--- config.mk ---
export PLATFORM = sky130hd
export DESIGN_NAME = midi_sync_interpreter
export DESIGN_NICKNAME = d
export VERILOG_FILES = /design/src/logic/midi_sync_pkg.sv /design/src/logic/midi_sync_interpreter.sv
export SDC_FILE = /design/constraint.sdc
export NUM_CORES = 1
export LEC_CHECK = 0
export ABC_CLOCK_PERIOD_IN_PS = 11900
export BUFFER_PORTS_ARGS = -buffer_cell sky130_fd_sc_hd__buf_2
export CORE_ASPECT_RATIO = 1.4
export CORE_MARGIN = 4
export CORE_UTILIZATION = 61
export DETAILED_ROUTE_END_ITERATION = 12
export PLACE_DENSITY = 0.82
export SYNTH_ARGS = -nofsm -noshare
export SYNTH_HDL_FRONTEND = slang
export SYNTH_SLANG_ARGS = --single-unit
--- constraint.sdc ---
create_clock -name pclk -period 11.9 [get_ports pclk]
set_input_delay 2.38 -clock pclk [delete_from_list [all_inputs] [get_ports pclk]]
set_output_delay 2.38 -clock pclk [all_outputs]
set_load 0.05 [all_outputs]
--- src/logic/midi_sync_pkg.sv ---
// Constants, register map and encodings shared by the MIDI and sync input interpreter.
package midi_sync_pkg;

  // Clock rate and timing.
  localparam int unsigned CLK_KHZ           = 50_000;
  localparam int unsigned SOURCE_TIMEOUT_MS = 250;
  localparam int unsigned SOURCE_TIMEOUT_CYC = SOURCE_TIMEOUT_MS * CLK_KHZ;
  localparam int unsigned DEFAULT_BPM       = 120;
  localparam int unsigned PULSES_PER_QUARTER = 24;
  localparam logic [2:0]  PULSES_PER_STEP   = 3'h6;
  localparam logic [23:0] TEMPO_RESET =
    24'((CLK_KHZ * 1000 * 60) / (DEFAULT_BPM * PULSES_PER_QUARTER));

  // Register byte offsets.
  localparam logic [7:0] CTRL_OFS   = 8'h00;
  localparam logic [7:0] TEMPO_OFS  = 8'h04;
  localparam logic [7:0] STATUS_OFS = 8'h08;
  localparam logic [7:0] RUN_OFS    = 8'h0C;

  // Control register field positions and reset value.
  localparam int unsigned MIDI_CLK_EN_BIT  = 0;
  localparam int unsigned MAP_MODE_LSB     = 1;
  localparam int unsigned ALL_CHAN_BIT     = 3;
  localparam int unsigned CHANNEL_LSB      = 4;
  localparam int unsigned GATE_EN_BIT      = 8;
  localparam int unsigned CLOCK_EN_BIT     = 9;
  localparam int unsigned PPQN24_BIT       = 10;
  localparam int unsigned OP_MODE_LSB      = 11;
  localparam logic [13:0] CTRL_RESET       = 14'h0709;

  // MIDI bytes.
  localparam logic [7:0] MIDI_CLOCK    = 8'hF8;
  localparam logic [7:0] MIDI_START    = 8'hFA;
  localparam logic [7:0] MIDI_CONTINUE = 8'hFB;
  localparam logic [7:0] MIDI_STOP     = 8'hFC;
  localparam logic [7:0] MIDI_SONG_POS = 8'hF2;
  localparam logic [3:0] NOTE_ON_HI    = 4'h9;

  typedef enum logic [1:0] {
    MAP_ALL_DRUMS = 2'b00,
    MAP_SPECIFIC  = 2'b01,
    MAP_NOTES     = 2'b10,
    MAP_OCTAVES   = 2'b11
  } map_mode_t;

  typedef enum logic [2:0] {
    OP_PLAY_DRUMS  = 3'b000,
    OP_PLAY_SONGS  = 3'b001,
    OP_PLAY_PATS   = 3'b010,
    OP_EDIT_PATS   = 3'b011,
    OP_WRITE_PATS  = 3'b100,
    OP_EDIT_SONG   = 3'b101,
    OP_EDIT_TRIGS  = 3'b110,
    OP_SETUP       = 3'b111
  } op_mode_t;

  typedef enum logic [1:0] {
    SRC_INTERNAL = 2'b00,
    SRC_EXTERNAL = 2'b01,
    SRC_MIDI     = 2'b10
  } clk_src_t;

  // Voice bit positions in a voice mask.
  localparam int unsigned BASS_DRUM_VOICE = 0;
  localparam int unsigned LOW_TOM_VOICE   = 1;
  localparam int unsigned HIGH_TOM_VOICE  = 2;
  localparam int unsigned SNARE_VOICE     = 3;
  localparam int unsigned WOOD_BLOCK_VOICE = 4;
  localparam int unsigned HAND_CLAP_VOICE = 5;
  localparam int unsigned CLOSED_HAT_VOICE = 6;
  localparam int unsigned OPEN_HAT_VOICE  = 7;

endpackage

--- src/logic/midi_sync_interpreter.sv ---
// MIDI and analog sync input interpreter for an eight-voice drum sequencer.
// How it works
// - MIDI clock disabled: drop every timing clock byte, keep own tempo.
// - Two-bit map mode picks all-percussion, specific, note-name or octave mapping.
// - All-percussion mode plays the closest voice for each percussion note.
// - Specific mode maps notes 36,38,39,42,43,46,50,76 to fixed voices.
// - Note-name mode maps naturals C to B onto seven voices, any octave.
// - Note-name mode maps every sharp or flat to the closed hat.
// - Octave mode maps octaves -1 to 9 onto voices, top octave both hats.
// - All-channels on: note-on accepted on every channel.
// - All-channels off: note-on accepted only on the configured channel.
// - Note-on acted upon only in play-drums mode.
// - Real-time messages handled in every mode except play-drums and edit-song.
// - Accepted MIDI clock drives the sequencer instead of internal tempo.
// - Stop halts playback at once.
// - Start plays from the first step.
// - Continue resumes from where playback stopped.
// - Song position zero rewinds; nonzero positions are ignored.
// - Gate input edges act as run button presses.
// - External clock pulses set the sequencer tempo.
// - MIDI and internal clocks count 24 pulses per quarter note; external clock only with the 24-pulse option on.
// - Gate input disabled: gate pin ignored.
// - Clock input disabled: clock pin ignored.
// - 24-pulse option off with external clock: one step per pulse.
`timescale 1ns/1ns
module midi_sync_interpreter #(
  parameter int unsigned SOURCE_TIMEOUT_CYCLES = midi_sync_pkg::SOURCE_TIMEOUT_CYC
) (
  // Clock and reset.
  input  wire logic        pclk,
  input  wire logic        presetn,
  // APB slave.
  input  wire logic [7:0]  paddr,
  input  wire logic        psel,
  input  wire logic        penable,
  input  wire logic        pwrite,
  input  wire logic [31:0] pwdata,
  output logic      [31:0] prdata,
  output logic             pready,
  output logic             pslverr,
  // Received MIDI bytes from the serial receiver.
  input  wire logic [7:0]  rx_data,
  input  wire logic        rx_valid,
  // Sync pins.
  input  wire logic        clock_in_pin,
  input  wire logic        gate_in_pin,
  // Sequencer and voice outputs.
  output logic [7:0]       voice_trig,
  output logic             step_pulse,
  output logic             running,
  output logic [7:0]       position
);

  // Configuration.
  logic [13:0] ctrl;
  logic [23:0] tempo;
  logic        midi_clock_en;
  logic [1:0]  map_mode;
  logic        all_channels;
  logic [3:0]  channel;
  logic        gate_in_en;
  logic        clock_in_en;
  logic        ppqn24;
  logic [2:0]  op_mode;

  assign midi_clock_en = ctrl[midi_sync_pkg::MIDI_CLK_EN_BIT];
  assign map_mode      = ctrl[midi_sync_pkg::MAP_MODE_LSB +: 2];
  assign all_channels  = ctrl[midi_sync_pkg::ALL_CHAN_BIT];
  assign channel       = ctrl[midi_sync_pkg::CHANNEL_LSB +: 4];
  assign gate_in_en    = ctrl[midi_sync_pkg::GATE_EN_BIT];
  assign clock_in_en   = ctrl[midi_sync_pkg::CLOCK_EN_BIT];
  assign ppqn24        = ctrl[midi_sync_pkg::PPQN24_BIT];
  assign op_mode       = ctrl[midi_sync_pkg::OP_MODE_LSB +: 3];

  // APB slave with zero wait states; read data is captured in the setup cycle.
  logic       wr_access;
  logic       run_press_sw;
  logic       addr_hit;
  logic [1:0] clk_src;
  logic [2:0] pulse_cnt;
  logic [7:0] voice_trig_last;

  assign pready    = 1'b1;
  assign wr_access = psel && penable && pwrite;
  assign addr_hit  = paddr == midi_sync_pkg::CTRL_OFS || paddr == midi_sync_pkg::TEMPO_OFS ||
                     paddr == midi_sync_pkg::STATUS_OFS || paddr == midi_sync_pkg::RUN_OFS;
  assign run_press_sw = wr_access && paddr == midi_sync_pkg::RUN_OFS && pwdata[0];

  always_ff @(posedge pclk or negedge presetn) begin
    if (!presetn) begin
      ctrl  <= midi_sync_pkg::CTRL_RESET;
      tempo <= midi_sync_pkg::TEMPO_RESET;
    end else if (wr_access) begin
      if (paddr == midi_sync_pkg::CTRL_OFS) begin
        ctrl <= pwdata[13:0];
      end
      // A zero period would stall the tempo divider, so it is held at one.
      if (paddr == midi_sync_pkg::TEMPO_OFS) begin
        tempo <= (pwdata[23:0] == 24'h000000) ? 24'h000001 : pwdata[23:0];
      end
    end
  end

  always_ff @(posedge pclk or negedge presetn) begin
    if (!presetn) begin
      prdata  <= 32'h00000000;
      pslverr <= 1'b0;
    end else if (psel && !penable) begin
      pslverr <= !addr_hit;
      unique case (paddr)
        midi_sync_pkg::CTRL_OFS:   prdata <= {18'h00000, ctrl};
        midi_sync_pkg::TEMPO_OFS:  prdata <= {8'h00, tempo};
        midi_sync_pkg::STATUS_OFS: prdata <= {voice_trig_last, 4'h0, 1'b0, pulse_cnt,
                                              position, 5'h00, clk_src, running};
        default:                   prdata <= 32'h00000000;
      endcase
    end
  end

  // Pin synchronisers and edge detection.
  logic clk_s1, clk_s2, clk_s3;
  logic gate_s1, gate_s2, gate_s3;
  logic ext_tick;
  logic gate_edge;

  always_ff @(posedge pclk or negedge presetn) begin
    if (!presetn) begin
      {clk_s1, clk_s2, clk_s3}    <= 3'h0;
      {gate_s1, gate_s2, gate_s3} <= 3'h0;
    end else begin
      {clk_s1, clk_s2, clk_s3}    <= {clock_in_pin, clk_s1, clk_s2};
      {gate_s1, gate_s2, gate_s3} <= {gate_in_pin, gate_s1, gate_s2};
    end
  end

  assign ext_tick  = clock_in_en && clk_s2 && !clk_s3;
  assign gate_edge = gate_in_en && (gate_s2 != gate_s3);

  // MIDI parser with running status; real-time bytes pass through it untouched.
  logic [7:0] status;
  logic       data_idx;
  logic [6:0] first_data;
  logic       is_rt;
  logic       is_data;
  logic       two_bytes;
  logic       rt_ok;
  logic       midi_tick;
  logic       note_evt;
  logic       spp_zero;

  assign is_rt     = rx_valid && rx_data[7:3] == 5'h1F;
  assign is_data   = rx_valid && !rx_data[7];
  assign two_bytes = status[7:4] != 4'hC && status[7:4] != 4'hD &&
                     status != 8'hF1 && status != 8'hF3;
  assign rt_ok     = op_mode != midi_sync_pkg::OP_PLAY_DRUMS &&
                     op_mode != midi_sync_pkg::OP_EDIT_SONG;
  assign midi_tick = is_rt && rx_data == midi_sync_pkg::MIDI_CLOCK &&
                     rt_ok && midi_clock_en;
  assign note_evt  = is_data && data_idx && status[7:4] == midi_sync_pkg::NOTE_ON_HI &&
                     rx_data != 8'h00 && op_mode == midi_sync_pkg::OP_PLAY_DRUMS &&
                     (all_channels || status[3:0] == channel);
  assign spp_zero  = is_data && data_idx && status == midi_sync_pkg::MIDI_SONG_POS &&
                     rx_data == 8'h00 && first_data == 7'h00 && rt_ok;

  always_ff @(posedge pclk or negedge presetn) begin
    if (!presetn) begin
      status     <= 8'h00;
      data_idx   <= 1'b0;
      first_data <= 7'h00;
    end else if (rx_valid && !is_rt) begin
      if (rx_data[7]) begin
        // System common bytes other than song position, F1 and F3 end running status.
        status   <= (rx_data[7:4] == 4'hF && rx_data != midi_sync_pkg::MIDI_SONG_POS &&
                     rx_data != 8'hF1 && rx_data != 8'hF3) ? 8'h00 : rx_data;
        data_idx <= 1'b0;
      end else if (status[7]) begin
        if (!data_idx && two_bytes) begin
          first_data <= rx_data[6:0];
          data_idx   <= 1'b1;
        end else begin
          data_idx <= 1'b0;
        end
      end
    end
  end

  // Note to voice mapping.
  function automatic logic [7:0] map_note(input logic [1:0] mode, input logic [6:0] note);
    logic [7:0] m;
    m = 8'h00;
    unique case (mode)
      midi_sync_pkg::MAP_ALL_DRUMS: begin
        case (note)
          7'd35, 7'd36:                             m = 8'h01;
          7'd41, 7'd43, 7'd45, 7'd61, 7'd64,
          7'd66, 7'd79:                             m = 8'h02;
          7'd47, 7'd48, 7'd50, 7'd60, 7'd62,
          7'd63, 7'd65, 7'd78:                      m = 8'h04;
          7'd38, 7'd40:                             m = 8'h08;
          7'd37, 7'd56, 7'd58, 7'd67, 7'd68,
          7'd71, 7'd72, 7'd75, 7'd76, 7'd77:        m = 8'h10;
          7'd39:                                    m = 8'h20;
          7'd42, 7'd44, 7'd54, 7'd69, 7'd70,
          7'd73, 7'd74, 7'd80:                      m = 8'h40;
          7'd46, 7'd49, 7'd51, 7'd52, 7'd53,
          7'd55, 7'd57, 7'd59, 7'd81:               m = 8'h80;
          default:                                  m = 8'h00;
        endcase
      end
      midi_sync_pkg::MAP_SPECIFIC: begin
        case (note)
          7'd36:   m = 8'h01;
          7'd38:   m = 8'h08;
          7'd39:   m = 8'h20;
          7'd42:   m = 8'h40;
          7'd43:   m = 8'h02;
          7'd46:   m = 8'h80;
          7'd50:   m = 8'h04;
          7'd76:   m = 8'h10;
          default: m = 8'h00;
        endcase
      end
      midi_sync_pkg::MAP_NOTES: begin
        case (7'(note % 7'd12))
          7'd0:    m = 8'h01;
          7'd2:    m = 8'h02;
          7'd4:    m = 8'h04;
          7'd5:    m = 8'h08;
          7'd7:    m = 8'h10;
          7'd9:    m = 8'h20;
          7'd11:   m = 8'h80;
          default: m = 8'h40;
        endcase
      end
      midi_sync_pkg::MAP_OCTAVES: begin
        case (7'(note / 7'd12))
          7'd0, 7'd1, 7'd2: m = 8'h01;
          7'd3:    m = 8'h02;
          7'd4:    m = 8'h04;
          7'd5:    m = 8'h08;
          7'd6:    m = 8'h10;
          7'd7:    m = 8'h20;
          7'd8:    m = 8'h40;
          7'd9:    m = 8'h80;
          default: m = 8'hC0;
        endcase
      end
    endcase
    return m;
  endfunction

  always_ff @(posedge pclk or negedge presetn) begin
    if (!presetn) begin
      voice_trig      <= 8'h00;
      voice_trig_last <= 8'h00;
    end else begin
      voice_trig <= note_evt ? map_note(map_mode, first_data) : 8'h00;
      if (note_evt) begin
        voice_trig_last <= map_note(map_mode, first_data);
      end
    end
  end

  // Clock source selection; a source drops back after a silent timeout.
  logic [31:0] midi_idle;
  logic [31:0] ext_idle;
  logic        midi_active;
  logic        ext_active;
  logic [23:0] int_cnt;
  logic        int_tick;
  logic        midi_sel;
  logic        ext_sel;
  logic        tick;

  always_ff @(posedge pclk or negedge presetn) begin
    if (!presetn) begin
      midi_active <= 1'b0;
      midi_idle   <= 32'h00000000;
      ext_active  <= 1'b0;
      ext_idle    <= 32'h00000000;
    end else begin
      if (midi_tick) begin
        midi_active <= 1'b1;
        midi_idle   <= 32'h00000000;
      end else if (!midi_clock_en || midi_idle == 32'(SOURCE_TIMEOUT_CYCLES)) begin
        midi_active <= 1'b0;
      end else if (midi_active) begin
        midi_idle <= midi_idle + 32'h00000001;
      end
      if (ext_tick) begin
        ext_active <= 1'b1;
        ext_idle   <= 32'h00000000;
      end else if (!clock_in_en || ext_idle == 32'(SOURCE_TIMEOUT_CYCLES)) begin
        ext_active <= 1'b0;
      end else if (ext_active) begin
        ext_idle <= ext_idle + 32'h00000001;
      end
    end
  end

  // The internal divider stands in for the tempo knob, one tick per 1/24 quarter.
  always_ff @(posedge pclk or negedge presetn) begin
    if (!presetn) begin
      int_cnt <= 24'h000000;
    end else if (int_cnt >= tempo - 24'h000001) begin
      int_cnt <= 24'h000000;
    end else begin
      int_cnt <= int_cnt + 24'h000001;
    end
  end

  assign int_tick = int_cnt >= tempo - 24'h000001;
  assign clk_src  = midi_active ? midi_sync_pkg::SRC_MIDI :
                    ext_active  ? midi_sync_pkg::SRC_EXTERNAL : midi_sync_pkg::SRC_INTERNAL;
  // The pulse that wakes a source already counts, so its first clock is never lost.
  assign midi_sel = midi_active || midi_tick;
  assign ext_sel  = !midi_sel && (ext_active || ext_tick);
  assign tick     = midi_sel ? midi_tick : ext_sel ? ext_tick : int_tick;

  // Transport and step counting.
  logic rt_start, rt_stop, rt_cont, run_press;

  assign rt_start  = is_rt && rt_ok && rx_data == midi_sync_pkg::MIDI_START;
  assign rt_stop   = is_rt && rt_ok && rx_data == midi_sync_pkg::MIDI_STOP;
  assign rt_cont   = is_rt && rt_ok && rx_data == midi_sync_pkg::MIDI_CONTINUE;
  assign run_press = run_press_sw || gate_edge;

  always_ff @(posedge pclk or negedge presetn) begin
    if (!presetn) begin
      running    <= 1'b0;
      position   <= 8'h00;
      pulse_cnt  <= 3'h0;
      step_pulse <= 1'b0;
    end else begin
      step_pulse <= 1'b0;
      if (rt_stop || (run_press && running)) begin
        running <= 1'b0;
      end else if (rt_start || run_press) begin
        running   <= 1'b1;
        position  <= 8'h00;
        pulse_cnt <= 3'h0;
      end else if (rt_cont) begin
        running <= 1'b1;
      end else if (spp_zero) begin
        position  <= 8'h00;
        pulse_cnt <= 3'h0;
      end else if (running && tick) begin
        if (ext_sel && !ppqn24) begin
          step_pulse <= 1'b1;
          position   <= position + 8'h01;
        end else if (pulse_cnt == midi_sync_pkg::PULSES_PER_STEP - 3'h1) begin
          step_pulse <= 1'b1;
          position   <= position + 8'h01;
          pulse_cnt  <= 3'h0;
        end else begin
          pulse_cnt <= pulse_cnt + 3'h1;
        end
      end
    end
  end

  // Checks.
  chk_clock_off_dropped: assert property (@(posedge pclk) disable iff (!presetn)
    (is_rt && rx_data == midi_sync_pkg::MIDI_CLOCK && !midi_clock_en)
    |=> clk_src != midi_sync_pkg::SRC_MIDI)
    else $error("MIDI clock accepted while disabled");
  chk_stop_halts_now: assert property (@(posedge pclk) disable iff (!presetn)
    rt_stop |=> !running) else $error("Stop did not halt playback");
  chk_start_from_first: assert property (@(posedge pclk) disable iff (!presetn)
    (rt_start && !rt_stop && !run_press) |=> running && position == 8'h00 && pulse_cnt == 3'h0)
    else $error("Start did not rewind");
  chk_continue_keeps_pos: assert property (@(posedge pclk) disable iff (!presetn)
    (rt_cont && !rt_start && !rt_stop && !run_press) |=> running && $stable(position))
    else $error("Continue moved the position");
  chk_notes_drums_only: assert property (@(posedge pclk) disable iff (!presetn)
    voice_trig != 8'h00 |-> $past(op_mode) == midi_sync_pkg::OP_PLAY_DRUMS)
    else $error("Voice fired outside play-drums mode");
  chk_channel_filter: assert property (@(posedge pclk) disable iff (!presetn)
    (voice_trig != 8'h00 && !$past(all_channels)) |-> $past(status[3:0]) == $past(channel))
    else $error("Note accepted on wrong channel");
  chk_specific_bass: assert property (@(posedge pclk) disable iff (!presetn)
    (note_evt && map_mode == midi_sync_pkg::MAP_SPECIFIC && first_data == 7'd36)
    |=> voice_trig == 8'h01) else $error("Note 36 did not play bass drum");
  chk_six_pulse_step: assert property (@(posedge pclk) disable iff (!presetn)
    (step_pulse && $past(ppqn24)) |-> $past(pulse_cnt) == 3'h5)
    else $error("Step not on sixth pulse");
  chk_ext_step_each: assert property (@(posedge pclk) disable iff (!presetn)
    (running && tick && ext_sel && !ppqn24 && !rt_stop &&
     !rt_start && !rt_cont && !run_press && !spp_zero) |=> step_pulse)
    else $error("External pulse did not step");
  cov_midi_start: cover property (@(posedge pclk) disable iff (!presetn) rt_start ##[1:50] rt_stop);
  cov_note_played: cover property (@(posedge pclk) disable iff (!presetn) voice_trig != 8'h00);
  cov_ext_step: cover property (@(posedge pclk) disable iff (!presetn)
    step_pulse && clk_src == midi_sync_pkg::SRC_EXTERNAL);

endmodule

==> flow_summary.ini <==
[outcome]
status = finished, final reports clean

[place]
place_hpwl_um = 20330
gp_congestion = 0.9446
portBuffers = 98
postPlaceCellArea_um2 = 12190
dp_slack_ns = 6.584

[finish]
fin_nets = 1368
area_growth_pct = 12.95
final_layout_size_suffix_gt1_share_pct = 16.89
finish.instance_area_um2 = 12990
diodes = 0
n_fill_cell = 1421

[clocking]
hold_buffers = 0
cts_buffer_depth = 3
clk_latency_ns = 0.52
tritoncts = built
numCtsBuffers = 22
post_cts_buffers = 0
htreeDepth = 1
cts_resized = 0
clkTransAtPathRegs_ns = 0.06
root_buffer = clkbuf_16
cts_num_sinks = 212

[critical_path]
crit_chain = or3_1, or3_1, or4_1, nor4_2, nand3_1, xor2_1, ha_1, a21oi_1, a211o_1, a21oi_1, a211oi_1, a2bb2oi_1, a21oi_1, mux2i_1
cp_common_cell = a21oi_1
path_delay_family = simple AND/OR/NAND/NOR gates
critPathKind = reg2reg
cp_num_buf_inv = 0
critPathMaxFanout = 13
worstPathRequired_ns = 12.33
cp_slowest_cell = a2bb2oi_1
setup.worst_path.end_class = register
crit_path_start_kind = register
cp_slowest_stage_delay_ns = 0.76
cp.arrival_ns = 5.28
startpoint = tempo[7]$_DFFE_PN0P_
rr_worst_depth = 14
worstReg2RegEnd = position[0]$_DFFE_PN0P_
r2r_start = tempo[7]$_DFFE_PN0P_
reg2reg_setup_slack_ns = 7.06

[routing]
final_antenna_net_count = 0
vias = 9385
firstDrtPassIters = 5
drt-total-wl_um = 28240
wl_per_cell_um = 18.40
drt_iter0_markers = 665
drc = 0
via_per_inst = 6.114

[timing]
fmax_ghz = 0.2065
holdWs_ns = 0.3579
timing.final.hold_violations = 0
worstMarginPinSlew_ns = 1.165
setup_viol = 0
rsz0062_at_grt = no
slew_headroom_pct = 21.73
setup_tns_ns = 0
period_share_pct = 40.70
fin_ws_ns = 7.057
clock-skew-final_ns = 0.03159
timing.final.crit_period_ns = 4.843
slew_viol_final = 0

[pwr]
powerDensity_nw_per_um2 = 146.2
leakage_nw = 5.958
peakVddDrop_v = 0.0001268

[die]
dieArea_um2 = 21150
core-area_um2 = 18600
io_pins = 108
die_w_um = 124.1
row_count = 59
start_util_pct = 61.84
dieHeight_um = 170.5

[yosys]
synth_top_area_share_pct = 42.85
ys.flop_type = dfrtp_1
avgSynthCellArea_um2 = 9.643
synthTopCellsByArea = dfrtp_1 43%, nor2_1 4.7%, mux2_2 4.4%, xnor2_1 4.2%, ha_1 4.0%
ys.warnings.count = 0
synthArstFlopShare_pct = 100.0
yosysTopAreaCell = dfrtp_1
synth.net_count = 1286
ys_seq_elements = 212
synthTopCellsByCount = 197 x dfrtp_1, 144 x nor2_1, 95 x nand2_1, 62 x nand3_1, 55 x xnor2_1
synth.cell_area_um2 = 11500
synthCells = 1193
yosysUniqueCellTypes = 69
synth-edff-count = 0
seq_area_frac_synth_pct = 46.28
post-synth-top-count-cell = dfrtp_1

[grt]
grt_max_degree = 79
overflow = 0
grt_pass1_vias = 9264
antenna_found_initial = 0
grt_use_total_pct = 26.83
grt_pass1_wl_um = 45710

[worst_hold_path]
hold_path.class = reg2reg
hold_path_depth = 0
hp-start = clk_s1$_DFF_PN0_
hold_end = clk_s2$_DFF_PN0_

[run]
drv_cap = 0
power breakdown:
| group | switching (mW) | internal (mW) | leakage (nW) |
|---|---|---|---|
| clock | 0.289 | 0.467 | 0.392 |
| combinational | 0.205 | 0.118 | 2.91 |
| sequential | 0.0699 | 0.751 | 2.66 |
metrics by stage:
| step | instances | power, mW | utilization [%] |
|---|---|---|---|
| after floorplan | 1193 | 1.046 | - |
| after global placement | 1495 | 1.144 | 65.52 |
| after detailed placement | 1495 | 1.150 | 65.52 |
| after CTS | 1535 | 1.904 | 69.85 |
| after global routing | 1535 | 1.983 | 69.85 |
| final | 1535 | 1.900 | 69.85 |
cells in the final DEF (no fill, tap or decap), drive strengths merged, types with 8 or more instances in the layout:
cell type	netlist	routed
or2	10	10
inv	37	37
dfrtp	197	197
and4	9	9
xnor2	55	55
nand3	62	62
nor4	18	18
clkbuf	45	32
ha	37	37
or3	20	20
a21oi	46	46
dfstp	15	15
nand2	95	95
buf	5	107
o31ai	8	8
nor2b	8	8
and2	10	10
o21ai	47	47
a22o	18	18
and3	22	22
a21o	10	10
nor2	144	144
xor2	50	50
nand4	23	23
mux2i	16	16
nand2b	8	8
mux2	45	45
nor3	33	33
worst max path at each step:
stage / slack, ns / end / cells after the start
final: 7.06 / position[0]$_DFFE_PN0P_ / 14
after global routing: 6.74 / position[6]$_DFFE_PN0P_ / 14
after CTS: 7.15 / position[3]$_DFFE_PN0P_ / 8
after detailed placement: 6.58 / position[5]$_DFFE_PN0P_ / 8
after global placement: 6.63 / position[5]$_DFFE_PN0P_ / 8
after floorplan: 7.33 / pulse_cnt[2]$_DFFE_PN0P_ / 8
cell families after synthesis:
family	synth area share, %
xor gates and xnor gates	7.994
adders and majority gates	4.024
AOI/OAI and AO/OA	11.33
other	0.03260
muxes	5.797
and+or+nand+nor	21.64
buffers and inverters	2.893
DFF	46.28
worst register-to-register path: cells and delay by family, from the launching register on:
family | cells | cell delay (ns)
DFF | 1 | 0.44
muxes | 1 | 0.22
xor gates and xnor gates | 1 | 0.24
and+or+nand+nor | 5 | 1.84
AOI/OAI and AO/OA | 6 | 1.72
adders and majority gates | 1 | 0.30
state kept, by name, indices dropped and copies added (netlist names), 3 cells and up:
signal	count
prdata	32
int_cnt	24
pulse_cnt	3
status	8
tempo	24
voice_trig_last	8
ext_idle	32
voice_trig	8
midi_idle	32
ctrl	14
position	8
first_data	7
layout make-up:
cell class | count | area (um^2) | share of cell area, %
inverter | 37 | 138.9 | 1.069
clock buffer | 31 | 645.6 | 4.969
sequential | 212 | 5324 | 40.97
clock inverter | 9 | 158.9 | 1.223
tap | 244 | 305.3 | 2.350
timing repair buffer | 108 | 574.3 | 4.420
multi-input combinational | 894 | 5847 | 45.00
layer usage:
layer	vias to the layer above	global-route usage, %	routed length, um
met5	-	0	0
li1	4423	-	-
met2	334	46.28	14080
met1	4552	32.97	11080
met4	0	12.11	1259
met3	76	4.089	1816
(Power assumes the default switching activity.)
